<file path="src/inc/pe_defs.svh">
// What this block does
// [RULE1] several enabled outputs on a pin: highest priority function drives it
// [RULE2] digital outputs still drive a pin in analog mode, same priority
// [RULE3] direction 0, analog 0: pins 0-2 drive their latch bit
// [RULE4] direction 1: pins 0-2 are inputs, cut off when analog is selected
// [RULE5] pins 0 and 1 carry the two PWM unit 3 outputs when outputs
// [RULE6] pin 0 carries unit 3 compare output, or feeds unit 3 capture
// [RULE7] pin 2 carries unit 5 compare output, or feeds unit 5 capture
// [RULE8] master clear disabled: pin 3 is a digital input, port bit 3
// [RULE9] master clear enabled: pin 3 low resets the device
// [RULE10] unit 3 signals use pin 0 only when location select is clear
// [RULE11] analog select disables digital input; digital reads return 0
// [RULE12] analog select never blocks a digital output
// [RULE13] analog select bits reset to 1
// [RULE14] direction bits reset to 1
// [RULE15] analog channels 5-7 active only while their pin is analog
// [RULE16] each port selects standard or one-tenth output slew rate
// [RULE17] reduced slew rate is the default after reset
// [RULE18] low-voltage programming bit changes only in high-voltage program mode
// [RULE19] port writes update the latch; port reads return pin levels
// [RULE20] direction 1 turns driver off; 0 drives latch onto pin
// [RULE21] pin 3 pull-up on when global disable is 0 and enable set
// [RULE22] slew bit 1 selects reduced rate, 0 standard; resets to 1
// [RULE23] an enabled peripheral output wins over the latch on pins 0-2
`ifndef PE_DEFS_SVH
`define PE_DEFS_SVH
`define PE_OFS_PIN 5'h00
`define PE_OFS_LATCH 5'h04
`define PE_OFS_DIR 5'h08
`define PE_OFS_ANALOG_SELECT_REG 5'h0C
`define PE_OFS_SLEW 5'h10
`define PE_OFS_INTERRUPT_CONTROL_TWO 5'h14
`define PE_OFS_CFG3H 5'h18
`define PE_OFS_CFG4L 5'h1C
`define PE_RST_LATCH 8'h00
`define PE_RST_DIR 8'h87
`define PE_RST_ANALOG_SELECT_REG 8'h07
`define PE_RST_SLEW 8'h1F
`define PE_RST_INTERRUPT_CONTROL_TWO 8'h80
`define PE_MSK_LATCH 8'h07
`define PE_MSK_DIR 8'h87
`define PE_MSK_ANALOG_SELECT_REG 8'h07
`define PE_MSK_SLEW 8'h1F
`define PE_MSK_INTERRUPT_CONTROL_TWO 8'hF5
`define PE_MSK_CFG3H 8'hBF
`define PE_MSK_CFG4L 8'hC5
`define PE_BIT_PULLUP 7
`define PE_BIT_GPD 7
`define PE_BIT_MCLE 7
`define PE_BIT_LOC 2
`define PE_BIT_LVP 2
`define PE_BIT_PIN3 3
`define PE_RESP_OKAY 2'h0
`define PE_RESP_SLVERR 2'h2
`endif

</file>
<file path="src/inc/pe_pkg.sv">
package pe_pkg;
	typedef struct packed {
		logic [2:0] drive;
		logic [2:0] enable;
	} pe_pad_t;
	typedef struct packed {
		logic pwmA;
		logic pwmB;
		logic ccp3Out;
		logic ccp5Out;
		logic pwmAEn;
		logic pwmBEn;
		logic ccp3En;
		logic ccp5En;
	} pe_periph_t;
	typedef struct packed {
		logic en;
		logic [4:0] addr;
		logic [7:0] data;
	} pe_wr_t;
endpackage : pe_pkg

</file>
<file path="src/verilog/pe_port_e.sv">
// The AXI4-Lite slave port and the address map were decided locally.
`include "pe_defs.svh"
module pe_port_e #(
	parameter logic [7:0] CFG3H_RST = 8'h84,
	parameter logic [7:0] CFG4L_RST = 8'h85
) (
	input wire logic mclk,
	input wire logic rst_n,
	input wire logic awvalid,
	output logic awready,
	input wire logic [4:0] awaddr,
	input wire logic wvalid,
	output logic wready,
	input wire logic [31:0] wdata,
	input wire logic [3:0] wstrb,
	output logic bvalid,
	input wire logic bready,
	output logic [1:0] bresp,
	input wire logic arvalid,
	output logic arready,
	input wire logic [4:0] araddr,
	output logic rvalid,
	input wire logic rready,
	output logic [31:0] rdata,
	output logic [1:0] rresp,
	input wire logic [3:0] padIn,
	output pe_pkg::pe_pad_t pad,
	input pe_pkg::pe_periph_t periph,
	input wire logic hvProgMode,
	output logic capture3,
	output logic capture5,
	output logic unit3AtDefaultPin,
	output logic masterClearReq,
	output logic pin3Pullup,
	output logic [4:0] slewReduced,
	output logic [2:0] analogChanEn
);

	// ------------------------------------------------------------
	// registers
	// ------------------------------------------------------------
	logic [7:0] outputLatchE;
	logic [7:0] directionE;
	logic [7:0] analogSelectE;
	logic [7:0] slewRateControl;
	logic [7:0] interruptControlTwo;
	logic [7:0] configWordThreeHigh;
	logic [7:0] configWordFourLow;
	logic [7:0] next_outputLatchE;
	logic [7:0] next_directionE;
	logic [7:0] next_analogSelectE;
	logic [7:0] next_slewRateControl;
	logic [7:0] next_interruptControlTwo;
	logic [7:0] next_configWordThreeHigh;
	logic [7:0] next_configWordFourLow;

	pe_pkg::pe_wr_t wr;
	logic wrErr;
	logic [4:0] rdAddr;
	logic rdEn;
	logic [7:0] rdData;
	logic rdErr;

	// ------------------------------------------------------------
	// pin state
	// ------------------------------------------------------------
	logic [2:0] digIn;
	logic [2:0] perEn;
	logic [2:0] perOut;
	logic [2:0] mux_out;
	logic [2:0] mux_oe;
	logic pin3Digital;
	logic unit3Local;
	logic masterClearEnable;
	logic lowVoltageProgEnable;
	pe_pkg::pe_pad_t next_pad;
	logic next_capture3;
	logic next_capture5;
	logic next_masterClearReq;
	logic next_pin3Pullup;

	// ------------------------------------------------------------
	// bus slave
	// ------------------------------------------------------------
	pe_axil_slave u_bus (
		.mclk(mclk),
		.rst_n(rst_n),
		.awvalid(awvalid),
		.awready(awready),
		.awaddr(awaddr),
		.wvalid(wvalid),
		.wready(wready),
		.wdata(wdata),
		.wstrb(wstrb),
		.bvalid(bvalid),
		.bready(bready),
		.bresp(bresp),
		.arvalid(arvalid),
		.arready(arready),
		.araddr(araddr),
		.rvalid(rvalid),
		.rready(rready),
		.rdata(rdata),
		.rresp(rresp),
		.wr(wr),
		.wrErr(wrErr),
		.rdAddr(rdAddr),
		.rdEn(rdEn),
		.rdData(rdData),
		.rdErr(rdErr)
	);

	// ------------------------------------------------------------
	// register write path
	// ------------------------------------------------------------
	always_comb begin
		next_outputLatchE = outputLatchE;
		next_directionE = directionE;
		next_analogSelectE = analogSelectE;
		next_slewRateControl = slewRateControl;
		next_interruptControlTwo = interruptControlTwo;
		next_configWordThreeHigh = configWordThreeHigh;
		next_configWordFourLow = configWordFourLow;
		wrErr = 1'b0;
		unique case (wr.addr)
			`PE_OFS_PIN, `PE_OFS_LATCH: begin
				if (wr.en) begin
					next_outputLatchE = wr.data & `PE_MSK_LATCH; // RULE19
				end
			end
			`PE_OFS_DIR: begin
				if (wr.en) begin
					next_directionE = wr.data & `PE_MSK_DIR;
				end
			end
			`PE_OFS_ANALOG_SELECT_REG: begin
				if (wr.en) begin
					next_analogSelectE = wr.data & `PE_MSK_ANALOG_SELECT_REG;
				end
			end
			`PE_OFS_SLEW: begin
				if (wr.en) begin
					next_slewRateControl = wr.data & `PE_MSK_SLEW;
				end
			end
			`PE_OFS_INTERRUPT_CONTROL_TWO: begin
				if (wr.en) begin
					next_interruptControlTwo = wr.data & `PE_MSK_INTERRUPT_CONTROL_TWO;
				end
			end
			`PE_OFS_CFG3H: begin
				if (wr.en) begin
					next_configWordThreeHigh = wr.data & `PE_MSK_CFG3H;
				end
			end
			`PE_OFS_CFG4L: begin
				if (wr.en) begin
					next_configWordFourLow = wr.data & `PE_MSK_CFG4L;
					// low-voltage bit held outside high-voltage mode
					if (!hvProgMode) begin
						next_configWordFourLow[`PE_BIT_LVP] =
							configWordFourLow[`PE_BIT_LVP]; // RULE18
					end
				end
			end
			default: begin
				wrErr = 1'b1;
			end
		endcase
	end

	always_ff @(posedge mclk or negedge rst_n) begin
		if (!rst_n) begin
			outputLatchE <= `PE_RST_LATCH;
			directionE <= `PE_RST_DIR; // RULE14
			analogSelectE <= `PE_RST_ANALOG_SELECT_REG; // RULE13
			slewRateControl <= `PE_RST_SLEW; // RULE17 RULE22
			interruptControlTwo <= `PE_RST_INTERRUPT_CONTROL_TWO;
			configWordThreeHigh <= CFG3H_RST;
			configWordFourLow <= CFG4L_RST;
		end else begin
			outputLatchE <= next_outputLatchE;
			directionE <= next_directionE;
			analogSelectE <= next_analogSelectE;
			slewRateControl <= next_slewRateControl;
			interruptControlTwo <= next_interruptControlTwo;
			configWordThreeHigh <= next_configWordThreeHigh;
			configWordFourLow <= next_configWordFourLow;
		end
	end

	// ------------------------------------------------------------
	// register read path
	// ------------------------------------------------------------
	always_comb begin
		rdData = 8'h00;
		rdErr = 1'b0;
		unique case (rdAddr)
			`PE_OFS_PIN: begin
				rdData = {4'h0, pin3Digital, digIn}; // RULE19 RULE11
			end
			`PE_OFS_LATCH: begin
				rdData = outputLatchE;
			end
			`PE_OFS_DIR: begin
				rdData = directionE;
			end
			`PE_OFS_ANALOG_SELECT_REG: begin
				rdData = analogSelectE;
			end
			`PE_OFS_SLEW: begin
				rdData = slewRateControl;
			end
			`PE_OFS_INTERRUPT_CONTROL_TWO: begin
				rdData = interruptControlTwo;
			end
			`PE_OFS_CFG3H: begin
				rdData = configWordThreeHigh;
			end
			`PE_OFS_CFG4L: begin
				rdData = configWordFourLow;
			end
			default: begin
				rdErr = 1'b1;
			end
		endcase
	end

	// ------------------------------------------------------------
	// pin multiplexing
	// ------------------------------------------------------------
	always_comb begin
		masterClearEnable = configWordThreeHigh[`PE_BIT_MCLE];
		lowVoltageProgEnable = configWordFourLow[`PE_BIT_LVP];
		unit3Local = ~configWordThreeHigh[`PE_BIT_LOC]; // RULE10
		// pwm output a sits above the compare output on pin 0
		perEn[0] = unit3Local & (periph.pwmAEn | periph.ccp3En); // RULE10
		perOut[0] = periph.pwmAEn ? periph.pwmA : periph.ccp3Out; // RULE1
		perEn[1] = periph.pwmBEn; // RULE5
		perOut[1] = periph.pwmB; // RULE5
		perEn[2] = periph.ccp5En; // RULE7
		perOut[2] = periph.ccp5Out; // RULE7
		pin3Digital = ~masterClearEnable & padIn[`PE_BIT_PIN3]; // RULE8
	end
	for (genvar i = 0; i < 3; i++) begin : g_pin
		pe_pin_mux u_mux (
			.latchBit(outputLatchE[i]),
			.dirBit(directionE[i]),
			.anaSel(analogSelectE[i]),
			.perEn(perEn[i]),
			.perOut(perOut[i]),
			.padIn(padIn[i]),
			.nextOut(mux_out[i]),
			.nextOe(mux_oe[i]),
			.digIn(digIn[i])
		);
	end

	// ------------------------------------------------------------
	// registered pin and peripheral outputs
	// ------------------------------------------------------------
	always_comb begin
		next_pad.drive = mux_out; // RULE3 RULE5 RULE6 RULE7
		next_pad.enable = mux_oe; // RULE20 RULE12 RULE2
		next_capture3 = unit3Local & directionE[0] & digIn[0]; // RULE6
		next_capture5 = directionE[2] & digIn[2]; // RULE7
		next_masterClearReq = masterClearEnable &
			~padIn[`PE_BIT_PIN3]; // RULE9
		next_pin3Pullup = lowVoltageProgEnable | masterClearEnable |
			(~interruptControlTwo[`PE_BIT_GPD] &
			directionE[`PE_BIT_PULLUP]); // RULE21
	end

	always_ff @(posedge mclk or negedge rst_n) begin
		if (!rst_n) begin
			pad <= '0;
			capture3 <= 1'b0;
			capture5 <= 1'b0;
			masterClearReq <= 1'b0;
			pin3Pullup <= 1'b0;
		end else begin
			pad <= next_pad;
			capture3 <= next_capture3;
			capture5 <= next_capture5;
			masterClearReq <= next_masterClearReq;
			pin3Pullup <= next_pin3Pullup;
		end
	end

	assign unit3AtDefaultPin = ~unit3Local; // RULE10
	assign slewReduced = slewRateControl[4:0]; // RULE16 RULE22
	assign analogChanEn = analogSelectE[2:0]; // RULE15
endmodule : pe_port_e

</file>
<file path="src/verilog/pe_pin_mux.sv">
module pe_pin_mux (
	input wire logic latchBit,
	input wire logic dirBit,
	input wire logic anaSel,
	input wire logic perEn,
	input wire logic perOut,
	input wire logic padIn,
	output logic nextOut,
	output logic nextOe,
	output logic digIn
);
	always_comb begin
		digIn = padIn & ~anaSel; // RULE4 RULE11
		nextOe = ~dirBit; // RULE20 RULE12 RULE2
		nextOut = perEn ? perOut : latchBit; // RULE23 RULE1 RULE3
	end
endmodule : pe_pin_mux

</file>
<file path="src/verilog/pe_axil_slave.sv">
`include "pe_defs.svh"
module pe_axil_slave (
	input wire logic mclk,
	input wire logic rst_n,
	input wire logic awvalid,
	output logic awready,
	input wire logic [4:0] awaddr,
	input wire logic wvalid,
	output logic wready,
	input wire logic [31:0] wdata,
	input wire logic [3:0] wstrb,
	output logic bvalid,
	input wire logic bready,
	output logic [1:0] bresp,
	input wire logic arvalid,
	output logic arready,
	input wire logic [4:0] araddr,
	output logic rvalid,
	input wire logic rready,
	output logic [31:0] rdata,
	output logic [1:0] rresp,
	output pe_pkg::pe_wr_t wr,
	input wire logic wrErr,
	output logic [4:0] rdAddr,
	output logic rdEn,
	input wire logic [7:0] rdData,
	input wire logic rdErr
);
	logic awHeld, wHeld, strbQ;
	logic [4:0] awAddrQ;
	logic [7:0] wDataQ;
	logic next_awHeld, next_wHeld, next_strbQ, next_bvalid, next_rvalid;
	logic [4:0] next_awAddrQ;
	logic [7:0] next_wDataQ;
	logic [1:0] next_bresp, next_rresp;
	logic [31:0] next_rdata;
	logic awTake, wTake, doWrite;

	assign awready = ~awHeld & ~bvalid;
	assign wready = ~wHeld & ~bvalid;
	assign arready = ~rvalid;
	assign rdAddr = araddr;
	assign rdEn = arvalid & arready;

	always_comb begin
		awTake = awvalid & awready;
		wTake = wvalid & wready;
		doWrite = (awHeld | awTake) & (wHeld | wTake) & ~bvalid;
		wr.addr = awHeld ? awAddrQ : awaddr;
		wr.data = wHeld ? wDataQ : wdata[7:0];
		wr.en = doWrite & (wHeld ? strbQ : wstrb[0]);
		next_awHeld = (awHeld | awTake) & ~doWrite;
		next_wHeld = (wHeld | wTake) & ~doWrite;
		next_awAddrQ = awTake ? awaddr : awAddrQ;
		next_wDataQ = wTake ? wdata[7:0] : wDataQ;
		next_strbQ = wTake ? wstrb[0] : strbQ;
		next_bvalid = doWrite | (bvalid & ~bready);
		next_bresp = bresp;
		if (doWrite) begin
			next_bresp = wrErr ? `PE_RESP_SLVERR : `PE_RESP_OKAY;
		end
		next_rvalid = rdEn | (rvalid & ~rready);
		next_rdata = rdata;
		next_rresp = rresp;
		if (rdEn) begin
			next_rdata = {24'h000000, rdData};
			next_rresp = rdErr ? `PE_RESP_SLVERR : `PE_RESP_OKAY;
		end
	end

	always_ff @(posedge mclk or negedge rst_n) begin
		if (!rst_n) begin
			awHeld <= 1'b0;
			wHeld <= 1'b0;
			awAddrQ <= 5'h00;
			wDataQ <= 8'h00;
			strbQ <= 1'b0;
			bvalid <= 1'b0;
			bresp <= `PE_RESP_OKAY;
			rvalid <= 1'b0;
			rdata <= 32'h00000000;
			rresp <= `PE_RESP_OKAY;
		end else begin
			awHeld <= next_awHeld;
			wHeld <= next_wHeld;
			awAddrQ <= next_awAddrQ;
			wDataQ <= next_wDataQ;
			strbQ <= next_strbQ;
			bvalid <= next_bvalid;
			bresp <= next_bresp;
			rvalid <= next_rvalid;
			rdata <= next_rdata;
			rresp <= next_rresp;
		end
	end
endmodule : pe_axil_slave

</file>
<file path="config.mk">
export PLATFORM = sky130hd
export DESIGN_NAME = pe_port_e
export DESIGN_NICKNAME = d
export VERILOG_FILES = /design/src/inc/pe_pkg.sv /design/src/verilog/pe_port_e.sv /design/src/verilog/pe_pin_mux.sv /design/src/verilog/pe_axil_slave.sv
export VERILOG_INCLUDE_DIRS = /design/src /design/src/inc
export SDC_FILE = /design/constraint.sdc
export NUM_CORES = 1
export LEC_CHECK = 0
export BUFFER_PORTS_ARGS = -buffer_cell sky130_fd_sc_hd__buf_2
export CORE_AREA = 10 10 106 108
export DETAILED_ROUTE_END_ITERATION = 12
export DIE_AREA = 0 0 116 118
export SYNTH_ARGS = -nofsm -noshare
export SYNTH_HDL_FRONTEND = slang
export SYNTH_SLANG_ARGS = --single-unit
</file>
<file path="constraint.sdc">
create_clock -name mclk -period 2.5 [get_ports mclk]
set_input_delay 0.375 -clock mclk [delete_from_list [all_inputs] [get_ports mclk]]
set_output_delay 0.375 -clock mclk [all_outputs]
set_load 0.02 [all_outputs]
</file>
==> impl_metrics.yaml, run 1 <==
clock_tree:
  clock-sinks: 70
  numCtsBuffers: 9
  cts_tree: "built"
  postCtsHoldBufs: 0
  cts_buffer_depth: 2
  clockRootBuffer: "clkbuf_8"
  post_cts_resized: 0
  cts_setup_buffers: 0
  ctsHtreeMaxLevel: 3
  clk_pin_slew_ps: 70
  clock_latency_ps: 350
floorplanning:
  initial_core_util_pct: 39.0
  dieHeight_um: 118
  coreArea_um2: 9110
  die_area_um2: 13700
  die_w_um: 116
  row_count: 35
  io_pins: 126
global_routing:
  grt_max_degree: 28
  grt_pass1_vias: 2513
  gr-total-overflow: 0
  grt_pass1_wl_um: 13100
  gr-usage-all-layers_pct: 12.0
  antenna_found_initial: 0
yosys:
  yosys_most_used_dff: "dfrtp_1"
  yosys-top-cells-area: "dfrtp_1 37%, mux2_2 16%, dfstp_2 13%, buf_4 6.3%, mux2_1 2.9%"
  ys_seq_area_share_pct: 50.0
  ys_ff_latch: 70
  synth_edf_count: 0
  yosys.cell_types.count: 47
  synth-async-reset-ratio_pct: 100
  yosysTopAreaCell: "dfrtp_1"
  syn_avg_cell_area_um2: 12.3
  syn_inst: 289
  netlist.area_leader.share_pct: 36.7
  syn_area_um2: 3550
  ys_warn_count: 0
worst_setup_path:
  end_kind: "register"
  r2r_slack_ps: 320
  r2r-end: "outputLatchE[1]"
  startpoint_type: "register"
  worstPathMaxFanout: 7
  crit_arrival_ps: 2410
  reg2reg_depth: 4
  worstReg2RegStart: "u_bus.awHeld"
  crit_required_ps: 2730
  critPathKind: "reg2reg"
finish:
  fillCellCount: 870
  multi_input_area_um2: 1570
  diodes: 0
  syn2layout_area_growth_pct: 17.1
  seq_area_um2: 1770
  nets: 430
  drive_above_1_share_pct: 47.2
  final_cell_mix: "72 x buf_2, 52 x dfrtp_1, 51 x mux2_2"
  fin_cells: 480
  layout_commonest_cell: "buf_2"
route:
  dr.max_layer_used: "met4"
  drc: 0
  dr.pass1.iters: 4
  drt_wl_total_um: 8220
  drtAntennaViolNets: 0
  vias: 2405
  met1Wirelength_um: 3650
  via_per_inst: 5.01
  routed-wl-met2_um: 3730
  wl_per_cell_um: 17.1
  dr_wl_met3_um: 743
  drtIter0Drc: 76
placed_design:
  dp_hpwl_um: 6290
  dp.cells: 464
  port_buffers: 72
  routabilityCongestion: 0.829
timing:
  fin_skew_ps: 8.43
  setup-tns-final_ps: 0
  slew_headroom_pct: 52.4
  setup_viol: 0
  max_freq_mhz: 458
  min_period_over_period_pct: 87.3
  worst_pin_slew_ps: 711
  final_hold_viol_count: 0
  rsz0062_at_grt: "no"
  period_minus_slack_ps: 2180
  slew_viol_final: 0
pwr:
  finalPower_mw: 4.02
  ir_drop_uv: 628
  p_leak_nw: 1.97
  power_density_nw_per_um2: 966
run:
  drv_cap: 0
hold_path:
  hp-class: "in2async"
outcome:
  status: "finished clean"
-- power by group --
| group | internal [mW] | total, mW | switching [mW] |
|---|---|---|---|
| combinational | 0.578 | 1.24 | 0.661 |
| sequential | 1.49 | 1.71 | 0.227 |
| clock | 0.643 | 1.06 | 0.420 |
-- Yosys cell counts, types with 3 or more instances --
| cell type | number |
|---|---|
| buf_4 | 30 |
| nor2_1 | 15 |
| a32o_1 | 3 |
| nor2b_1 | 7 |
| nor3b_1 | 3 |
| a22o_1 | 4 |
| mux2_4 | 3 |
| nor3_1 | 5 |
| dfstp_2 | 18 |
| inv_1 | 10 |
| clkbuf_1 | 8 |
| dfrtp_1 | 52 |
| o21ai_0 | 8 |
| mux2i_1 | 6 |
| nand4_1 | 3 |
| a31oi_1 | 6 |
| mux2_2 | 51 |
| mux2_1 | 9 |
| nor4b_1 | 4 |
| a21oi_1 | 7 |
| nand2_1 | 5 |
-- worst max path at each step --
stage / to / startpoint / depth (start not counted)
2_1_floorplan: configWordFourLow[6] / u_bus.bvalid / 5
3_3_place_gp: configWordThreeHigh[0] / u_bus.bvalid / 4
3_5_place_dp: configWordThreeHigh[4] / u_bus.bvalid / 4
4_1_cts: configWordThreeHigh[4] / u_bus.bvalid / 4
5_1_grt: outputLatchE[1] / u_bus.awHeld / 4
6_report: outputLatchE[1] / u_bus.awHeld / 4
-- flip-flops by register name (all words and copies together) (netlist names), 3 cells and up --
signal,count
pad,6
configWordFourLow,4
u_bus.awAddrQ,5
u_bus.wDataQ,8
u_bus.rdata,8
slewRateControl,5
configWordThreeHigh,7
analogSelectE,3
interruptControlTwo,6
directionE,4
outputLatchE,3
-- worst max-delay path, stage by stage (launching register included) --
cell and delay [ps]:
dfrtp_1 470, mux2i_1 270, or4b_4 520, a2111oi_4 410
mux2_2 380
-- cells by family (layout without fill, tap and decap cells) --
group                  count (synthesis)  in the layout  share of synthesized area, %
flip-flops                            70             70                          50.0
multiplexers                          69             69                          22.0
AND/OR/NAND/NOR                       60             60                          10.8
buffers and inverters                 49            104                          8.57
AO/OA/AOI/OAI                         40             40                          8.60
other                                  1             26                         0.106
-- per-stage QoR --
stage	hold slack [ps]	util, %	instance area, um2	setup slack (ps)
after floorplan	79.4	-	3640	292
after global placement	403	43.0	3920	341
after detailed placement	405	43.0	3920	289
after CTS	24.7	45.6	4160	276
after global routing	36.3	45.6	4160	159
final	9.05	45.6	4160	317
-- routing by layer --
metal	vias up	track usage, %
met5	-	0
met4	0	3.13
met3	10	5.30
met2	77	18.1
met1	1180	15.3
li1	1138	-
-- cell type report --
type / instances / area share (%)
Tap cell: 111 / 3.34
Inverter: 10 / 0.903
Clock buffer: 13 / 4.07
Sequential cell: 70 / 42.7
Timing Repair Buffer: 78 / 9.76
Clock inverter: 3 / 1.57
Multi-Input combinational cell: 195 / 37.7
(Power assumes the default switching activity.)
==> inputs of run 2 (changes only) <==
--- a/config.mk
+++ b/config.mk
@@ -10,6 +10,7 @@
 export CORE_AREA = 10 10 106 108
 export DETAILED_ROUTE_END_ITERATION = 12
 export DIE_AREA = 0 0 116 118
+export PLACE_DENSITY = 0.67
 export SYNTH_ARGS = -nofsm -noshare
 export SYNTH_HDL_FRONTEND = slang
 export SYNTH_SLANG_ARGS = --single-unit
==> constraint.sdc (replaced) <==
create_clock -name mclk -period 1.9 [get_ports mclk]
set_input_delay 0.285 -clock mclk [delete_from_list [all_inputs] [get_ports mclk]]
set_output_delay 0.285 -clock mclk [all_outputs]
set_load 0.02 [all_outputs]
==> run 2 against run 1 <==
  * Critical endpoint is now outputLatchE[2]
  * Routed wire length rose by 6.9%
  * Non-clock buffer count rose by 20
  * Critical path depth rose by 1
  * Core utilization rose by 3.2 points
  * Cell count rose by 4.2%
  * The flow now finishes with violations (setup timing)
  * Cell area rose by 7.1%
  * Via count rose by 3.8%
  * Sequential cell count did not move
  * Critical path type unchanged
  * Clock power barely moved
  * Clock skew rose by 2.5 ps
  * Maximum frequency rose by 6.3%
  * Clock-buffer cell count fell by 4
==> impl_metrics.yaml, run 2 (synthesized netlist as in run 1, its figures left out) <==
worst_setup_path:
  critical-path-max-stage-delay_ps: 530
  end_kind: "register"
  worstPathMaxFanout: 4
  crit_required_ps: 2130
  startpoint_type: "register"
  critPathKind: "reg2reg"
  path_cells: "mux2i_1, or4b_4, a2111oi_4, buf_4, mux2_4"
  crit_arrival_ps: 2280
  critical-path-slowest-cell: "or4b_4"
finish:
  layout_commonest_cell: "buf_2"
  final_util_pct: 48.9
  final_cell_mix: "72 x buf_2, 51 x dfrtp_1, 36 x mux2_2"
  nets: 450
  fin_cells: 500
  drive_above_1_share_pct: 54.2
  fin_area_um2: 4450
  top_regs: "u_bus.rdata (8), u_bus.wDataQ (8), configWordThreeHigh (7)"
  diodes: 0
  syn2layout_area_growth_pct: 25.4
  fillCellCount: 854
pwr:
  ir_drop_uv: 643
  power_density_nw_per_um2: 1180
  finalPower_mw: 5.26
  p_leak_nw: 2.11
route:
  drt_wl_total_um: 8790
  routed-wl-met2_um: 4130
  dr.max_layer_used: "met4"
  vias: 2497
  drtAntennaViolNets: 0
  via_per_inst: 4.99
  met1Wirelength_um: 3940
  drtIter0Drc: 57
  dr_wl_met3_um: 608
  wl_per_cell_um: 17.6
  drc: 0
  dr.pass1.iters: 4
floorplanning:
  io_pins: 126
  die_area_um2: 13700
  initial_core_util_pct: 39.0
  row_count: 35
  coreArea_um2: 9110
  die_w_um: 116
  dieHeight_um: 118
timing:
  worst_pin_slew_ps: 562
  max_freq_mhz: 487
  fin_skew_ps: 10.9
  final_hold_viol_count: 0
  setup-tns-final_ps: -2620
  rsz0062_at_grt: "yes"
  period_minus_slack_ps: 2050
  min_period_over_period_pct: 108
  fin_ws_ps: -154
  slew_headroom_pct: 62.5
  setup_viol: 31
  slew_viol_final: 0
  holdWs_ps: 106
run:
  drv_cap: 0
global_routing:
  grt_max_degree: 30
  gr-total-overflow: 0
  grt_pass1_wl_um: 13900
  antenna_found_initial: 0
  grt_pass1_vias: 2682
  gr-usage-all-layers_pct: 12.9
clock_tree:
  clk_pin_slew_ps: 80
  clock-sinks: 70
  clock_latency_ps: 350
  cts_buffer_depth: 2
  numCtsBuffers: 9
  cts_tree: "built"
  ctsHtreeMaxLevel: 3
  clockRootBuffer: "clkbuf_8"
placed_design:
  dp.cells: 478
  dp_hpwl_um: 6620
  routabilityCongestion: 0.772
  dp_slack_ps: -175
  port_buffers: 72
  post_dp_cell_area_um2: 4140
outcome:
  violations: "setup timing"
  status: "finished, violations left"
hold_path:
  hp-class: "in2reg"
[run 2: changes by cell type in the layout (fill, tap and decap cells not counted), sizes merged]
cell	before	now
buf	78	97
clkinv	1	5
dlygate4sd3	0	1
bufinv	2	0
clkbuf	13	9
inv	10	11
clkinvlp	0	1
[run 2: critical path, delay by kind of cell, from the launching register on]
kind / cells / cell delay (ps)
and+or+nand+nor: 1 / 530
buffers and inverters: 1 / 220
muxes: 2 / 540
DFF: 1 / 400
AOI/OAI and AO/OA: 1 / 250
[run 2: cell type report]
class / instances / area, um2 / area share, %
clock buffer: 9 / 124 / 2.78
timing repair buffer: 98 / 632 / 14.2
sequential: 70 / 1780 / 39.9
clock inverter: 7 / 48.8 / 1.10
multi-input combinational: 195 / 1690 / 38.1
inverter: 10 / 37.5 / 0.843
tap: 111 / 139 / 3.12
[run 2: power breakdown]
| group | total [mW] | internal, mW | switching, mW |
|---|---|---|---|
| Clock | 1.07 | 0.475 | 0.594 |
| Sequential | 2.25 | 1.96 | 0.290 |
| Combinational | 1.94 | 0.982 | 0.958 |
| Total | 5.26 | 3.41 | 1.84 |
[run 2: routing by layer]
layer / up-vias / global-route usage [%]
li1: 1178 / -
met1: 1235 / 15.9
met2: 75 / 20.2
met3: 9 / 4.13
met4: 0 / 4.85
met5: - / 0
[run 2: path summary, 6_finish.rpt]
kind	endpoint	slack, ps	cells after the start	from
worst max-delay path	outputLatchE[2]	-150	5	u_bus.awHeld
max in group asynchronous	analogSelectE[0]	810	3	rst_n
worst max register to register	outputLatchE[2]	-150	5	u_bus.awHeld
worst min register to register	pad[1]	450	1	directionE[1]
worst min-delay path	masterClearReq	110	2	padIn[3]
min in group asynchronous	u_bus.wDataQ[4]	460	2	rst_n
[run 2: timing repair]
item	in CTS	in global routing
buffers inserted	3	2
hold buffers	1	0
setup endpoints to repair	26	31
endpoints found under the hold margin	18	0
pin swaps	3	3
resized for setup	12	7
==> inputs of run 3 (changes only) <==
--- a/config.mk
+++ b/config.mk
@@ -6,11 +6,11 @@
 export SDC_FILE = /design/constraint.sdc
 export NUM_CORES = 1
 export LEC_CHECK = 0
+export ABC_AREA = 1
 export BUFFER_PORTS_ARGS = -buffer_cell sky130_fd_sc_hd__buf_2
-export CORE_AREA = 10 10 106 108
+export CORE_AREA = 10 10 122 124
 export DETAILED_ROUTE_END_ITERATION = 12
-export DIE_AREA = 0 0 116 118
-export PLACE_DENSITY = 0.67
+export DIE_AREA = 0 0 132 134
 export SYNTH_ARGS = -nofsm -noshare
 export SYNTH_HDL_FRONTEND = slang
 export SYNTH_SLANG_ARGS = --single-unit
==> run 3 against run 2 <==
  * The flow now finishes without violations
  * Global-route usage shrank 2.0 points
  * Synthesized cell count grew 55%
  * Combinational power grew 4%
  * Via count grew 23%
  * Routed wire length grew 6.9%
  * Synthesized area grew 4.0%
  * Register-to-register slack gained 440 ps
  * Hold slack gained 4.0 ps
  * Power grew 19%
  * Clock power grew 62%
  * Maximum frequency grew 27%
  * First-iteration DRC count grew to 3.0 times the previous value
  * Largest cell class unchanged
  * Largest power group unchanged
  * Highest routed layer unchanged
==> impl_metrics.yaml, run 3 <==
outcome:
  status: "finished clean"
route:
  wl_per_cell_um: 13.4
  drc: 0
  via_per_inst: 4.36
  drtAntennaViolNets: 0
  dr.pass1.iters: 4
  drt_wl_total_um: 9400
  vias: 3062
  drtIter0Drc: 173
clock_tree:
  cts_buffer_depth: 2
  cts_tree: "built"
  clk_pin_slew_ps: 60
  clock_latency_ps: 340
  clockRootBuffer: "clkbuf_16"
  clock-sinks: 70
  numCtsBuffers: 9
  ctsHtreeMaxLevel: 3
yosys:
  synth_edf_count: 0
  yosysTopAreaCell: "dfrtp_1"
  yosysMostFrequentCell: "nand2_1"
  yosys_most_used_dff: "dfrtp_1"
  syn_avg_cell_area_um2: 8.24
  yosys-top-cells-area: "dfrtp_1 35%, nand2_1 14%, dfstp_2 13%, buf_4 5.9%, o21ai_0 5.3%"
  synth-async-reset-ratio_pct: 100
  ys_ff_latch: 70
  syn_area_um2: 3690
  netlist.area_leader.share_pct: 35.2
  yosys.cell_types.count: 34
  ys_warn_count: 0
  ys_seq_area_share_pct: 48.1
  syn_inst: 448
  ys_top_cells_by_count: "139 x nand2_1, 52 x dfrtp_1, 39 x o21ai_0, 38 x inv_1"
placed_design:
  dp_hpwl_um: 7310
  port_buffers: 72
  routabilityCongestion: 0.838
finish:
  layout_commonest_cell: "nand2_1"
  final_cell_mix: "139 x nand2_1, 72 x buf_2, 51 x dfrtp_1"
  top_regs: "u_bus.rdata (8), u_bus.wDataQ (8), configWordThreeHigh (7)"
  drive_above_1_share_pct: 27.4
  final_util_pct: 35.9
  syn2layout_area_growth_pct: 21.1
  diodes: 0
  nets: 591
worst_setup_path:
  worstPathMaxFanout: 9
  startpoint_type: "register"
  end_kind: "register"
  critPathKind: "reg2reg"
  crit_required_ps: 2120
  crit_arrival_ps: 1830
timing:
  worst_pin_slew_ps: 609
  fin_skew_ps: 7.46
  final_hold_viol_count: 0
  rsz0062_at_grt: "no"
  min_period_over_period_pct: 84.9
  slew_headroom_pct: 59.3
  setup_viol: 0
  setup-tns-final_ps: 0
  max_freq_mhz: 620
  holdWs_ps: 110
  slew_viol_final: 0
  period_minus_slack_ps: 1610
floorplanning:
  die_w_um: 132
  row_count: 41
  die_area_um2: 17700
  dieHeight_um: 134
  io_pins: 126
  initial_core_util_pct: 29.6
  coreArea_um2: 12500
pwr:
  p_sw_share_pct: 38.5
  ir_drop_uv: 686
  switching_power_mw: 2.40
  power_frac_seq_pct: 39.8
  combPwrFrac_pct: 32.4
  power.share.clock_pct: 27.7
  power_density_nw_per_um2: 1390
  p_leak_nw: 2.32
  p_int_mw: 3.83
global_routing:
  top_usage_layer: "met2"
  grt_pass1_vias: 3115
  grt_max_degree: 35
  grt_pass1_wl_um: 15700
  gr-usage-met2_pct: 16.4
  antenna_found_initial: 0
  gr-total-overflow: 0
  use_met1_pct: 13.8
  gr-usage-all-layers_pct: 10.9
  grt_util_met3_pct: 4.44
run:
  drv_cap: 0
hold_path:
  hp-class: "in2reg"
run 3: cell types whose count changed in the layout (fill, tap and decap cells not counted), sizes merged, moves of 28 or more:
cell   delta
inv      +31
mux2     -61
nand2   +140
nand3    +30
nand4    +28
o21ai    +37
run 3: timing repair:
action,CTS,global route
gates resized for setup,0,1
endpoints found under the hold margin,17,0
hold buffers,1,0
endpoints found under the setup margin,0,3
buffers inserted,0,0
run 3: per-stage QoR:
stage                     cell area (um2)  worst slack, ps  instances  total power [mW]
final                                4470              286        702              6.24
after global routing                 4470              118        702              6.68
after CTS                            4470              126        702              6.31
after detailed placement             4150              147        685              4.55
after global placement               4150              177        685              4.49
after floorplan                      3790              307        473              3.90
run 3: power groups by stage:
stage | Combinational (mW) | Clock (mW) | Sequential, mW
3_3_place_gp | 1.99 | 0 | 2.49
6_report | 2.02 | 1.73 | 2.48
5_1_grt | 2.29 | 1.84 | 2.55
3_5_place_dp | 2.04 | 0 | 2.51
4_1_cts | 2.05 | 1.77 | 2.49
2_1_floorplan | 1.39 | 0 | 2.50
run 3: metal layers:
layer	share of wire, %	wire, um	vias up
li1	-	-	1557
met4	1.1	105	0
met1	47	4430	1401
met5	0	0	-
met2	44	4170	96
met3	7.4	693	8
run 3: cell type report:
class,instances,area (um2)
inverter,41,159
multi-input combinational,318,1540
clock buffer,11,253
clock inverter,5,56.3
timing repair buffer,85,473
tap,172,215
fill,1328,7990
sequential,70,1780
run 3: cells by family after synthesis:
logic type / after synthesis / synth area share (%)
DFF: 70 / 48.1
other: 1 / 0.102
AOI/OAI and AO/OA: 53 / 7.86
muxes: 3 / 0.881
and+or+nand+nor: 236 / 30.4
buffers and inverters: 85 / 12.7
run 3: critical path, stage by stage (launching register included):
cell and delay [ps]:
dfrtp_2 520, inv_6 130, nand3_1 100, nand2_2 110
nand2_1 160, nor2_4 210, nand2_2 130, nand2_1 80
nand2_1 50
run 3: final timing paths:
| kind | start | depth (start not counted) | end | slack (ps) |
|---|---|---|---|---|
| max in group asynchronous | rst_n | 3 | u_bus.awHeld | 770 |
| worst min register to register | directionE[1] | 2 | directionE[1] | 460 |
| worst max-delay path | u_bus.awHeld | 8 | interruptControlTwo[6] | 290 |
| worst min-delay path | padIn[3] | 2 | masterClearReq | 110 |
| worst max register to register | u_bus.awHeld | 8 | interruptControlTwo[6] | 290 |
| min in group asynchronous | rst_n | 2 | u_bus.rdata[1] | 480 |
